File: src/wqos_pkg.sv
// Package of constants and types for the queue occupancy status block
package wqos_pkg;
   // ----------------------------------------
   // Register offsets
   // ----------------------------------------
   localparam logic [4:0] WQOS_OFF_HANDLE = 5'h10;
   localparam logic [4:0] WQOS_OFF_CTRL   = 5'h14;
   localparam logic [4:0] WQOS_OFF_STAT   = 5'h18;
   localparam logic [4:0] WQOS_OFF_TAIL   = 5'h1C;
   // ----------------------------------------
   // Field positions and widths
   // ----------------------------------------
   localparam int WQOS_CNT_W     = 16;
   localparam int WQOS_BIT_EN    = 16;
   localparam int WQOS_BIT_TSEL  = 16;
   localparam int WQOS_BIT_GEN   = 16;
   localparam int WQOS_BIT_MODE  = 29;
   localparam int WQOS_STATE_LSB = 30;
   // ----------------------------------------
   // Reset values
   // ----------------------------------------
   localparam logic [15:0] WQOS_RST_LIMIT  = 16'h0000;
   localparam logic [15:0] WQOS_RST_HANDLE = 16'h0000;
   localparam logic [15:0] WQOS_RST_COUNT  = 16'h0000;
   // ----------------------------------------
   // Queue states
   // ----------------------------------------
   typedef enum logic [1:0] {
      WQOS_ST_DISABLED = 2'h0,
      WQOS_ST_ENABLED  = 2'h1,
      WQOS_ST_DRAINING = 2'h2,
      WQOS_ST_UNUSED   = 2'h3
   } wqos_state_t;
endpackage

File: src/wqos_occ_if.sv
// Interface carrying occupancy events and count between modules
`timescale 1ns/1ps
interface wqos_occ_if #(parameter int CNT_W = 16);
   logic             inc;
   logic             dec;
   logic [CNT_W-1:0] count;
   modport ctrl (output inc, output dec, input count);
   modport cnt  (input inc, input dec, output count);
endinterface

File: src/wqos_occ_counter.sv
// Occupancy counter of the work queue
`timescale 1ns/1ps
module wqos_occ_counter #(
   parameter int CNT_W = 16
) (
   input  wire logic core_clk_i,
   input  wire logic srst_i,
   wqos_occ_if.cnt   occ
);
   import wqos_pkg::*;

   logic [CNT_W-1:0] count_ff;
   logic [CNT_W-1:0] nxt_count;
   wire              at_max  = &count_ff;
   wire              at_zero = ~|count_ff;
   wire              do_inc  = occ.inc & ~occ.dec & ~at_max;
   wire              do_dec  = occ.dec & ~occ.inc & ~at_zero;

   // ----------------------------------------
   // Entry count
   // ----------------------------------------
   assign nxt_count = do_inc ? count_ff + 1'b1 :
                      do_dec ? count_ff - 1'b1 : count_ff;

   always_ff @(posedge core_clk_i) begin
      if (srst_i) begin
         count_ff <= CNT_W'(WQOS_RST_COUNT);
      end else begin
         count_ff <= nxt_count;
      end
   end

   assign occ.count = count_ff;
endmodule // wqos_occ_counter

File: src/wqos_top.sv
// Occupancy interrupt, state and status registers of one work queue
`timescale 1ns/1ps
module wqos_top #(
   parameter int CNT_W = 16
) (
   input  wire logic                  core_clk_i,
   input  wire logic                  srst_i,
   input  wire logic                  reg_wr_i,
   input  wire logic                  reg_rd_i,
   input  wire logic [4:0]            reg_addr_i,
   input  wire logic [31:0]           reg_wdata_i,
   output logic      [31:0]           reg_rdata_o,
   output logic                       reg_rvalid_o,
   input  wire wqos_pkg::wqos_state_t wq_state_i,
   input  wire logic                  occ_intr_sup_i,
   input  wire logic                  occ_sup_i,
   input  wire logic                  cfg_sup_i,
   input  wire logic                  mode_fixed_i,
   input  wire logic                  sub_valid_i,
   input  wire logic                  sub_is_enq_i,
   input  wire logic                  dispatch_i,
   output logic                       sub_accept_o,
   output logic                       sub_retry_o,
   output logic                       occ_intr_o,
   output logic      [15:0]           intr_handle_o,
   output logic                       intr_table_sel_o
);
   import wqos_pkg::*;

   wqos_occ_if #(.CNT_W(CNT_W)) occ ();

   logic        en_ff;
   logic [15:0] limit_ff;
   logic        gen_ff;
   logic [15:0] handle_ff;
   logic        tsel_ff;
   logic [31:0] rdata_ff;
   logic        rvalid_ff;
   logic        accept_ff;
   logic        retry_ff;
   logic        intr_ff;

   // ----------------------------------------
   // Decode
   // ----------------------------------------
   wire st_dis  = (wq_state_i == WQOS_ST_DISABLED);
   wire st_en   = (wq_state_i == WQOS_ST_ENABLED);
   wire wr_hdl  = reg_wr_i & (reg_addr_i == WQOS_OFF_HANDLE);
   wire wr_ctrl = reg_wr_i & (reg_addr_i == WQOS_OFF_CTRL);
   wire wr_stat = reg_wr_i & (reg_addr_i == WQOS_OFF_STAT);

   // Lock: limit open while disabled or while enable is clear
   wire lim_open = st_dis | ~en_ff;
   wire wr_limit = wr_ctrl & lim_open;
   wire nxt_en_w = reg_wdata_i[WQOS_BIT_EN] & occ_intr_sup_i;

   // ----------------------------------------
   // Submission handling
   // ----------------------------------------
   wire take_sub = sub_valid_i & st_en;
   wire nxt_retry = sub_valid_i & sub_is_enq_i & ~st_en;
   // Non-enqueue writes outside enabled are dropped silently
   assign occ.inc = take_sub;
   assign occ.dec = dispatch_i;

   // ----------------------------------------
   // Occupancy interrupt condition
   // ----------------------------------------
   wire [15:0] occ16 = 16'(occ.count);
   wire below = (occ16 <= limit_ff);
   wire fire  = en_ff & occ_intr_sup_i & st_en & below
                & ~gen_ff;
   // Fire follows enable the next cycle; held while not enabled
   wire clr_gen  = wr_stat & reg_wdata_i[WQOS_BIT_GEN];
   wire nxt_gen  = fire | (gen_ff & ~clr_gen);

   // ----------------------------------------
   // Read mux
   // ----------------------------------------
   wire [15:0] occ_rd  = occ_sup_i ? occ16 : 16'h0000;
   wire        mode_rd = ~cfg_sup_i & mode_fixed_i;
   wire [31:0] rd_hdl  = {15'h0000, tsel_ff, handle_ff};
   wire [31:0] rd_ctrl = {15'h0000, en_ff, limit_ff};
   wire [31:0] rd_stat = {wq_state_i, mode_rd, 12'h000,
                          gen_ff, occ_rd};
   wire [31:0] nxt_rdata =
      (reg_addr_i == WQOS_OFF_HANDLE) ? rd_hdl  :
      (reg_addr_i == WQOS_OFF_CTRL)   ? rd_ctrl :
      (reg_addr_i == WQOS_OFF_STAT)   ? rd_stat : 32'h0000_0000;

   // ----------------------------------------
   // Configuration registers
   // ----------------------------------------
   always_ff @(posedge core_clk_i) begin
      if (srst_i) begin
         handle_ff <= WQOS_RST_HANDLE;
         tsel_ff   <= 1'b0;
      end else if (wr_hdl & st_dis) begin
         handle_ff <= reg_wdata_i[15:0];
         tsel_ff   <= reg_wdata_i[WQOS_BIT_TSEL] & occ_intr_sup_i;
      end
   end

   always_ff @(posedge core_clk_i) begin
      if (srst_i) begin
         en_ff    <= 1'b0;
         limit_ff <= WQOS_RST_LIMIT;
      end else begin
         if (wr_ctrl) begin
            en_ff <= nxt_en_w;
         end
         if (wr_limit) begin
            limit_ff <= reg_wdata_i[15:0];
         end
      end
   end

   // ----------------------------------------
   // Status and outputs
   // ----------------------------------------
   always_ff @(posedge core_clk_i) begin
      if (srst_i) begin
         gen_ff    <= 1'b0;
         intr_ff   <= 1'b0;
         accept_ff <= 1'b0;
         retry_ff  <= 1'b0;
         rdata_ff  <= 32'h0000_0000;
         rvalid_ff <= 1'b0;
      end else begin
         gen_ff    <= nxt_gen;
         intr_ff   <= fire;
         accept_ff <= take_sub;
         retry_ff  <= nxt_retry;
         rvalid_ff <= reg_rd_i;
         if (reg_rd_i) begin
            rdata_ff <= nxt_rdata;
         end
      end
   end

   wqos_occ_counter #(.CNT_W(CNT_W)) u_cnt (
      .core_clk_i (core_clk_i),
      .srst_i     (srst_i),
      .occ        (occ)
   );

   assign reg_rdata_o      = rdata_ff;
   assign reg_rvalid_o     = rvalid_ff;
   assign sub_accept_o     = accept_ff;
   assign sub_retry_o      = retry_ff;
   assign occ_intr_o       = intr_ff;
   assign intr_handle_o    = handle_ff;
   assign intr_table_sel_o = tsel_ff;
endmodule // wqos_top

File: config.mk
export PLATFORM = sky130hd
export DESIGN_NAME = wqos_top
export DESIGN_NICKNAME = d
export VERILOG_FILES = /design/src/wqos_pkg.sv /design/src/wqos_occ_if.sv /design/src/wqos_occ_counter.sv /design/src/wqos_top.sv
export SDC_FILE = /design/constraint.sdc
export NUM_CORES = 1
export LEC_CHECK = 0
export BUFFER_PORTS_ARGS = -buffer_cell sky130_fd_sc_hd__buf_2
export CAP_MARGIN = 25
export CORE_UTILIZATION = 42
export DETAILED_ROUTE_END_ITERATION = 10
export HOLD_SLACK_MARGIN = 0.02
export PLACE_DENSITY = 0.76
export SLEW_MARGIN = 15
export SYNTH_ARGS = -nofsm -noshare
export SYNTH_HDL_FRONTEND = slang
export SYNTH_SLANG_ARGS = --single-unit
File: constraint.sdc
create_clock -name core_clk_i -period 3.2 [get_ports core_clk_i]
set_clock_uncertainty 0.2 [all_clocks]
set_input_delay 0.16 -clock core_clk_i [delete_from_list [all_inputs] [get_ports core_clk_i]]
set_output_delay 0.16 -clock core_clk_i [all_outputs]
set_load 0.01 [all_outputs]
== Word-level counts from Yosys, hierarchy flattened ==
Cells that the tools add are included.

* Flip-flop bits (word level): 87
* Bits of input ports: 50
* Output and inout bits: 53
* Logic and storage cells: 58

* Add/sub/neg operators: 2
* $lt $le $gt $ge: 1
* Equality and inequality tests: 4
* Multiplexer cells: 6
* Bitwise gates (word level): 30
* Reduce and logical (&&, ||, !) cells: 4

{| class="wikitable"
|+ Operators with widths
! operator !! count
|-
| 2-to-1 mux 32 bit || 3
|-
| 2-to-1 mux 16 bit || 3
|-
| bitwise AND 1 bit || 20
|-
| adder 16 x 1 -> 16 bit (second input constant) || 1
|-
| less-or-equal comparator 16 bit || 1
|-
| AND reduction 16 bit || 1
|-
| OR reduction 16 bit || 1
|-
| subtractor 16 x 1 -> 16 bit (second input constant) || 1
|-
| == test 5 bit (second input constant) || 3
|-
| inverter 1 bit || 8
|-
| == test 2 x 1 -> 1 bit (second input constant) || 1
|-
| zero test 2 bit || 1
|-
| OR 1 bit || 2
|-
| nonzero test 2 bit || 1
|}

== Depth between registers and ports, before layout ==
* Depth in word-level cells: 7
* Depth in mapped cells: 12
* Depth with buffers taken out: 11

== Hierarchy ==
Synthesis repeated with hierarchy kept, for this count alone.

* Cells, all modules: 522
* Area total of the unflattened synthesis: 4574.4 um2

{| class="wikitable"
|+ By module, submodules not included
! module !! instances !! cells each !! area each (um2) !! seq. area each (um2)
|-
| wqos_top || 1 || 334 || 3027.9 || 1181.1
|-
| wqos_occ_counter || 1 || 188 || 1546.5 || 320.3
|}

== Worst setup path after synthesis ==
No wires, ideal clock.

* Path type: reg2reg
* From: reg u_cnt.count_ff[14], in the netlist u_cnt.occ.count[14]
* To: reg u_cnt.count_ff[13], in the netlist u_cnt.occ.count[13]
* Setup time: 0.095 ns
* Arrival: 2.747 ns
* Setup slack: 0.158 ns
* Cell stages (with the launch flop): 13
* Path buffers: 2
* Period minus slack after synthesis: 3.042 ns
* Cells stage by stage: dfxtp_1 -> nand4_1 -> nor4_1 -> or2_1 -> buf_2 -> ha_1 -> clkbuf_1 -> a21o_1 -> a31oi_1 -> a211o_1 -> a21oi_1 -> or4_1 -> o311ai_1

* Word-level cells in the longest chain between the ends: 4
* Elaborated cells on any way between the ends: 7

{| class="wikitable"
|+ Ends and longest elaborated chain
! element !! line !! RTL
|-
| start: declaration || wqos_occ_counter.sv:12 || <nowiki>logic [CNT_W-1:0] count_ff;</nowiki>
|-
| start signal: assignment || wqos_occ_counter.sv:27 || <nowiki>count_ff <= CNT_W'(WQOS_RST_COUNT);</nowiki>
|-
| start signal: assignment || wqos_occ_counter.sv:29 || <nowiki>count_ff <= nxt_count;</nowiki>
|-
| AND reduction 16 bit || wqos_occ_counter.sv:14 || <nowiki>wire at_max = &count_ff;</nowiki>
|-
| inverter 1 bit || wqos_occ_counter.sv:16 || <nowiki>wire do_inc = occ.inc & ~occ.dec & ~at_max;</nowiki>
|-
| bitwise AND 1 bit || wqos_occ_counter.sv:16 ||
|-
| 2-to-1 mux 16 bit / nonzero test 2 bit (equally long branches) || n/a ||
|}

Several ways; a longest one is shown, not always the timed one.
A chain may end at the register's enable or synchronous reset.

== Worst setup path in the final report ==
* From: in wq_state_i[0]
* To: reg u_cnt.count_ff[11], in the netlist u_cnt.occ.count[11]

* Word-level cells in the longest chain between the ends: 6
* Elaborated cells on any way between the ends: 9

{| class="wikitable"
|+ Ends and longest elaborated chain
! element !! line !! RTL
|-
| start: declaration || wqos_top.sv:14 || <nowiki>input wire wqos_pkg::wqos_state_t wq_state_i,</nowiki>
|-
| == test 2 x 1 -> 1 bit * || wqos_top.sv:47 || <nowiki>wire st_en = (wq_state_i == WQOS_ST_ENABLED);</nowiki>
|-
| bitwise AND 1 bit * || wqos_top.sv:60 || <nowiki>wire take_sub = sub_valid_i & st_en;</nowiki>
|-
| inverter 1 bit || wqos_occ_counter.sv:17 || <nowiki>wire do_dec = occ.dec & ~occ.inc & ~at_zero;</nowiki>
|-
| bitwise AND 1 bit (2 in series) || wqos_occ_counter.sv:17 ||
|-
| nonzero test 2 bit (no line) || n/a ||
|}

Mark *: on every way between the ends. The rest lies on a longest branch, timed or not.

==> results <==
- Counting the buffers created by CTS gives 9.
- The y dimension of the die is 106 um.
- The number of different library cells in the post-synthesis netlist is 63.
- The largest net degree at the start of global routing is 55.
- The H-tree depth reported by CTS is 3.
- At the pin with the least slew margin, the transition time is 1040 ps.
- After detailed placement, the total cell area comes to 5200 um^2.
- The max capacitance violation total is 0.
- The startpoint identified for the worst register-to-register timing path is u_cnt.occ.count[14]$_SDFFE_PP0P_.
- After floorplanning, the core was divided into 37 placement rows.
- The DRC violation total after the first TritonRoute iteration is 240.
- The instance count along the most critical hold path is 4.
- The total congestion overflow is 0.
- Of the cells placed in the final design, the portion with a size suffix greater than 1 is 27.4%.
- In the final design database the tool counted 722 nets.
- The mean number of vias per cell is 5.46.
- The run finished with clean final reports.
- The count of synthesis-stage warnings from yosys is 0.
- At the worst endpoint, the arrival time is 3140 ps.
- The endpoint of the worst register-to-register path is u_cnt.occ.count[13]$_SDFFE_PP0P_.
- The total DRC errors in the routed layout is 0.
- TritonCTS built the clock tree.
- The count of final hold-check violations came to 0.
- Of all nets on the critical path, the largest fanout is 7.
- The sink of the worst hold path is en_ff$_SDFFE_PP0P_.
- The headroom to the max-slew limit is 29.9%.
- The via count of the first global-routing pass is 4100.
- Setup slack on the worst reg-to-reg path comes out at 170 ps.
- In this run the biggest area consumer among cell types represents 32.9% of the synthesized area.
- Clock-pin slew was measured on the worst setup and hold paths at 80 ps.
- After synthesis the netlist holds a flip-flop and latch count of 75.
- Summing the sequential cell areas from Yosys gives 32.9% of the chip area.
- Ranked by total cell area, the synthesized netlist is headed by sky130_fd_sc_hd__dfxtp_1 33%, sky130_fd_sc_hd__ha_1 8.5%, sky130_fd_sc_hd__mux2i_1 7.5%.
- The final weighted congestion in routability-driven placement is 0.861.
- The global-route wire length before repair is 19600 um.
- The final count of pins violating max slew is 0.
- The length of the first detailed-routing pass in iterations is 5.
- The critical path launch point type is an input pin.
- The number of antenna violations at the first check in global routing is 0.
- For the worst setup path, the data required time is 3210 ps.
- The die extent in x is 106 um.
- After synthesis the cells add up to 4560 um^2.
- Setup violations remaining at the end of the flow were counted as 0.
- The startpoint identified for the worst hold timing path is reg_wr_i.
- The fmax is 0.319 GHz.
- Across the VDD grid, the largest voltage drop is 0.000316 V.
- The detailed-route wire length per cell is 15.5 um.
- The number of I/O port buffers is 75.
- The post-layout instance area is 5730 um^2.
- In this run the power density over the cells is 692 nW/um^2.
- The clock insertion delay at the later pin of the skew report is 370 ps.
- Of all cell types, the one taking the most synthesized area is sky130_fd_sc_hd__dfxtp_1.
- The most critical setup path has its startpoint at wq_state_i[0].
- Measured in cells, the most critical reg-to-reg path has a length of 11.
- The proportion of synthesized flip-flops having asynchronous set or reset is 0%.
- The leakage power is 0.00270 uW.
- The fill cell instance count of the final layout is 901.
- The initial core utilization is 43.8%.
- Yosys mapped a number of flops with a built-in enable equal to 0.
- Compared with the post-synthesis result, the final layout area differs by 25.7%.
- The post-CTS setup buffer count is 0.
- The final critical delay including setup and external delays is 3130 ps.
- In this run the remaining antenna-violating nets after routing total 0.
- The total clock sinks is 75.
- The die covers 11300 um^2.
- The worst hold path class is input pin to register.
- The all-layer global routing usage is 22.1%.
- The via count is 4267.
- The type of element capturing the critical path is a register.
- The final layout contains routed wiring with a total length of 12100 um.
- The worst path uses 97.9% of the clock period.
- The floorplan step defined a core boundary enclosing 10400 um^2.
- Power comes to 3960 uW.
- Summed over all nets, the half-perimeter wirelength after detailed placement is 8780 um.
- Synthesis produced 517 cells.
- The largest buffer count on any clock path is 2.
- The I/O pin count is 103.
- The type of the setup path with the least slack is input pin to register.
- 0 antenna diodes ended up in the layout.
- The post-synthesis average cell area is 8.82 um^2.
- The buffer type at the clock tree root is sky130_fd_sc_hd__clkbuf_8.
- The predominant post-synthesis flop cell is sky130_fd_sc_hd__dfxtp_1.
-- kinds of logic after synthesis --
kind of cell    count (synthesis)  synth area share [%]
simple gates                  177                  20.7
compound gates                129                  21.5
flops                          75                  32.9
buf+inv                        64                  7.41
mux                            34                  7.46
fa+ha+maj                      32                  8.95
xor+xnor                        5                 0.961
other cells                     1                0.0822
-- cell usage in the layout, fill, tap and decap left out, types with 3 or more instances in the layout --
| cell type | n |
|---|---|
| sky130_fd_sc_hd__nor3_1 | 11 |
| sky130_fd_sc_hd__buf_2 | 74 |
| sky130_fd_sc_hd__nor2b_1 | 9 |
| sky130_fd_sc_hd__inv_1 | 23 |
| sky130_fd_sc_hd__dfxtp_1 | 75 |
| sky130_fd_sc_hd__nor4_1 | 4 |
| sky130_fd_sc_hd__nand3_1 | 8 |
| sky130_fd_sc_hd__xnor2_1 | 3 |
| sky130_fd_sc_hd__nand2_1 | 33 |
| sky130_fd_sc_hd__clkbuf_8 | 11 |
| sky130_fd_sc_hd__mux2i_1 | 34 |
| sky130_fd_sc_hd__conb_1 | 12 |
| sky130_fd_sc_hd__nand4_1 | 11 |
| sky130_fd_sc_hd__a22o_1 | 7 |
| sky130_fd_sc_hd__dlygate4sd3_1 | 26 |
| sky130_fd_sc_hd__o21a_1 | 3 |
| sky130_fd_sc_hd__o221ai_1 | 3 |
| sky130_fd_sc_hd__nand2b_1 | 27 |
| sky130_fd_sc_hd__nand3b_1 | 5 |
| sky130_fd_sc_hd__a21o_1 | 15 |
| sky130_fd_sc_hd__and4_1 | 3 |
| sky130_fd_sc_hd__o211ai_1 | 9 |
| sky130_fd_sc_hd__or3_1 | 4 |
| sky130_fd_sc_hd__nor2_1 | 46 |
| sky130_fd_sc_hd__o21ai_0 | 10 |
| sky130_fd_sc_hd__o211ai_2 | 10 |
| sky130_fd_sc_hd__a21oi_2 | 12 |
| sky130_fd_sc_hd__a21oi_1 | 30 |
| sky130_fd_sc_hd__ha_1 | 29 |
| sky130_fd_sc_hd__a211oi_1 | 3 |
| sky130_fd_sc_hd__a22o_2 | 9 |
| sky130_fd_sc_hd__buf_4 | 42 |
-- timing repair --
item	4_1_cts	5_1_grt
gates resized for setup	0	12
endpoints found under the hold margin	39	0
hold buffers	26	0
setup endpoints to repair	0	10
-- cell usage after synthesis, types with 5 or more instances --
cell type,number
sky130_fd_sc_hd__buf_2,9
sky130_fd_sc_hd__o211ai_2,10
sky130_fd_sc_hd__o21ai_0,10
sky130_fd_sc_hd__a21oi_1,32
sky130_fd_sc_hd__nand3_1,8
sky130_fd_sc_hd__o211ai_1,9
sky130_fd_sc_hd__mux2i_1,34
sky130_fd_sc_hd__buf_4,12
sky130_fd_sc_hd__inv_1,23
sky130_fd_sc_hd__nor2_1,46
sky130_fd_sc_hd__nand4_1,11
sky130_fd_sc_hd__nor4_1,5
sky130_fd_sc_hd__a22o_1,7
sky130_fd_sc_hd__dfxtp_1,75
sky130_fd_sc_hd__nor2b_1,10
sky130_fd_sc_hd__a22o_2,9
sky130_fd_sc_hd__nand2b_1,27
sky130_fd_sc_hd__nand3b_1,5
sky130_fd_sc_hd__nand2_1,33
sky130_fd_sc_hd__ha_1,31
sky130_fd_sc_hd__a21o_1,15
sky130_fd_sc_hd__clkbuf_1,14
sky130_fd_sc_hd__nor3_1,11
sky130_fd_sc_hd__a21oi_2,10
-- where the power goes --
group	leakage (uW)	total (uW)	internal (uW)	switching (uW)
Combinational	0.00198	2120	1010	1120
Sequential	0.000608	1080	1030	49.4
Clock	0.000106	764	402	362
-- metal layers --
| metal | vias up | wire (um) | global-route usage [%] |
|---|---|---|---|
| met3 | 18 | 528 | 3.43 |
| met4 | 0 | 223 | 7.54 |
| met2 | 115 | 6000 | 38.5 |
| met1 | 2048 | 5370 | 27.5 |
| li1 | 2086 | - | - |
| met5 | - | 0 | 0 |
-- how the worst max path moves through the flow --
stage                                        to  slack, ps  cells past startpoint
3_3_place_gp   u_cnt.occ.count[12]$_SDFFE_PP0P_        150                     10
3_5_place_dp   u_cnt.occ.count[12]$_SDFFE_PP0P_         70                     10
4_1_cts        u_cnt.occ.count[15]$_SDFFE_PP0P_         20                     14
6_report       u_cnt.occ.count[11]$_SDFFE_PP0P_         70                     14
5_1_grt        u_cnt.occ.count[11]$_SDFFE_PP0P_        -30                     14
2_1_floorplan  u_cnt.occ.count[13]$_SDFFE_PP0P_        160                     12
-- state kept, by name, summed over array words and instances (netlist names) --
name / count
intr_table_sel_o: 1
en_ff: 1
limit_ff: 16
reg_rvalid_o: 1
occ_intr_o: 1
reg_rdata_o: 20
u_cnt.occ.count: 16
sub_accept_o: 1
intr_handle_o: 16
sub_retry_o: 1
gen_ff: 1
-- cell type report --
| type | count | area, um^2 | share of cell area [%] |
|---|---|---|---|
| Clock buffer | 12 | 155 | 2.71 |
| Clock inverter | 4 | 48.8 | 0.851 |
| Inverter | 23 | 86.3 | 1.51 |
| Multi-Input combinational cell | 389 | 2820 | 49.3 |
| Sequential cell | 75 | 1500 | 26.2 |
| Tap cell | 136 | 170 | 2.97 |
| Timing Repair Buffer | 142 | 946 | 16.5 |
-- critical path: stages --
cell                            delay, ps
sky130_fd_sc_hd__dlygate4sd3_1        530
sky130_fd_sc_hd__buf_4                150
sky130_fd_sc_hd__nand3b_1             100
sky130_fd_sc_hd__or2_0                240
sky130_fd_sc_hd__or2_4                280
sky130_fd_sc_hd__buf_4                170
sky130_fd_sc_hd__ha_1                 330
sky130_fd_sc_hd__nand3_1              110
sky130_fd_sc_hd__or2_1                260
sky130_fd_sc_hd__a211o_1              260
sky130_fd_sc_hd__buf_4                150
sky130_fd_sc_hd__and3_1               170
sky130_fd_sc_hd__o21ai_1              140
sky130_fd_sc_hd__a21oi_1               90
-- metrics by stage --
stage / hold slack (ps) / utilization, % / setup WS (ps) / setup TNS [ps] / instances
2_1_floorplan: 78.3 / - / 158 / 0 / 528
3_3_place_gp: 206 / 49.9 / 150 / 0 / 739
3_5_place_dp: 202 / 49.9 / 74.0 / 0 / 739
4_1_cts: 20.1 / 54.4 / 20.9 / 0 / 781
5_1_grt: 45.9 / 55.0 / -33.2 / -33.2 / 781
6_report: 28.5 / 55.0 / 67.7 / 0 / 781
(Power assumes the default switching activity.)
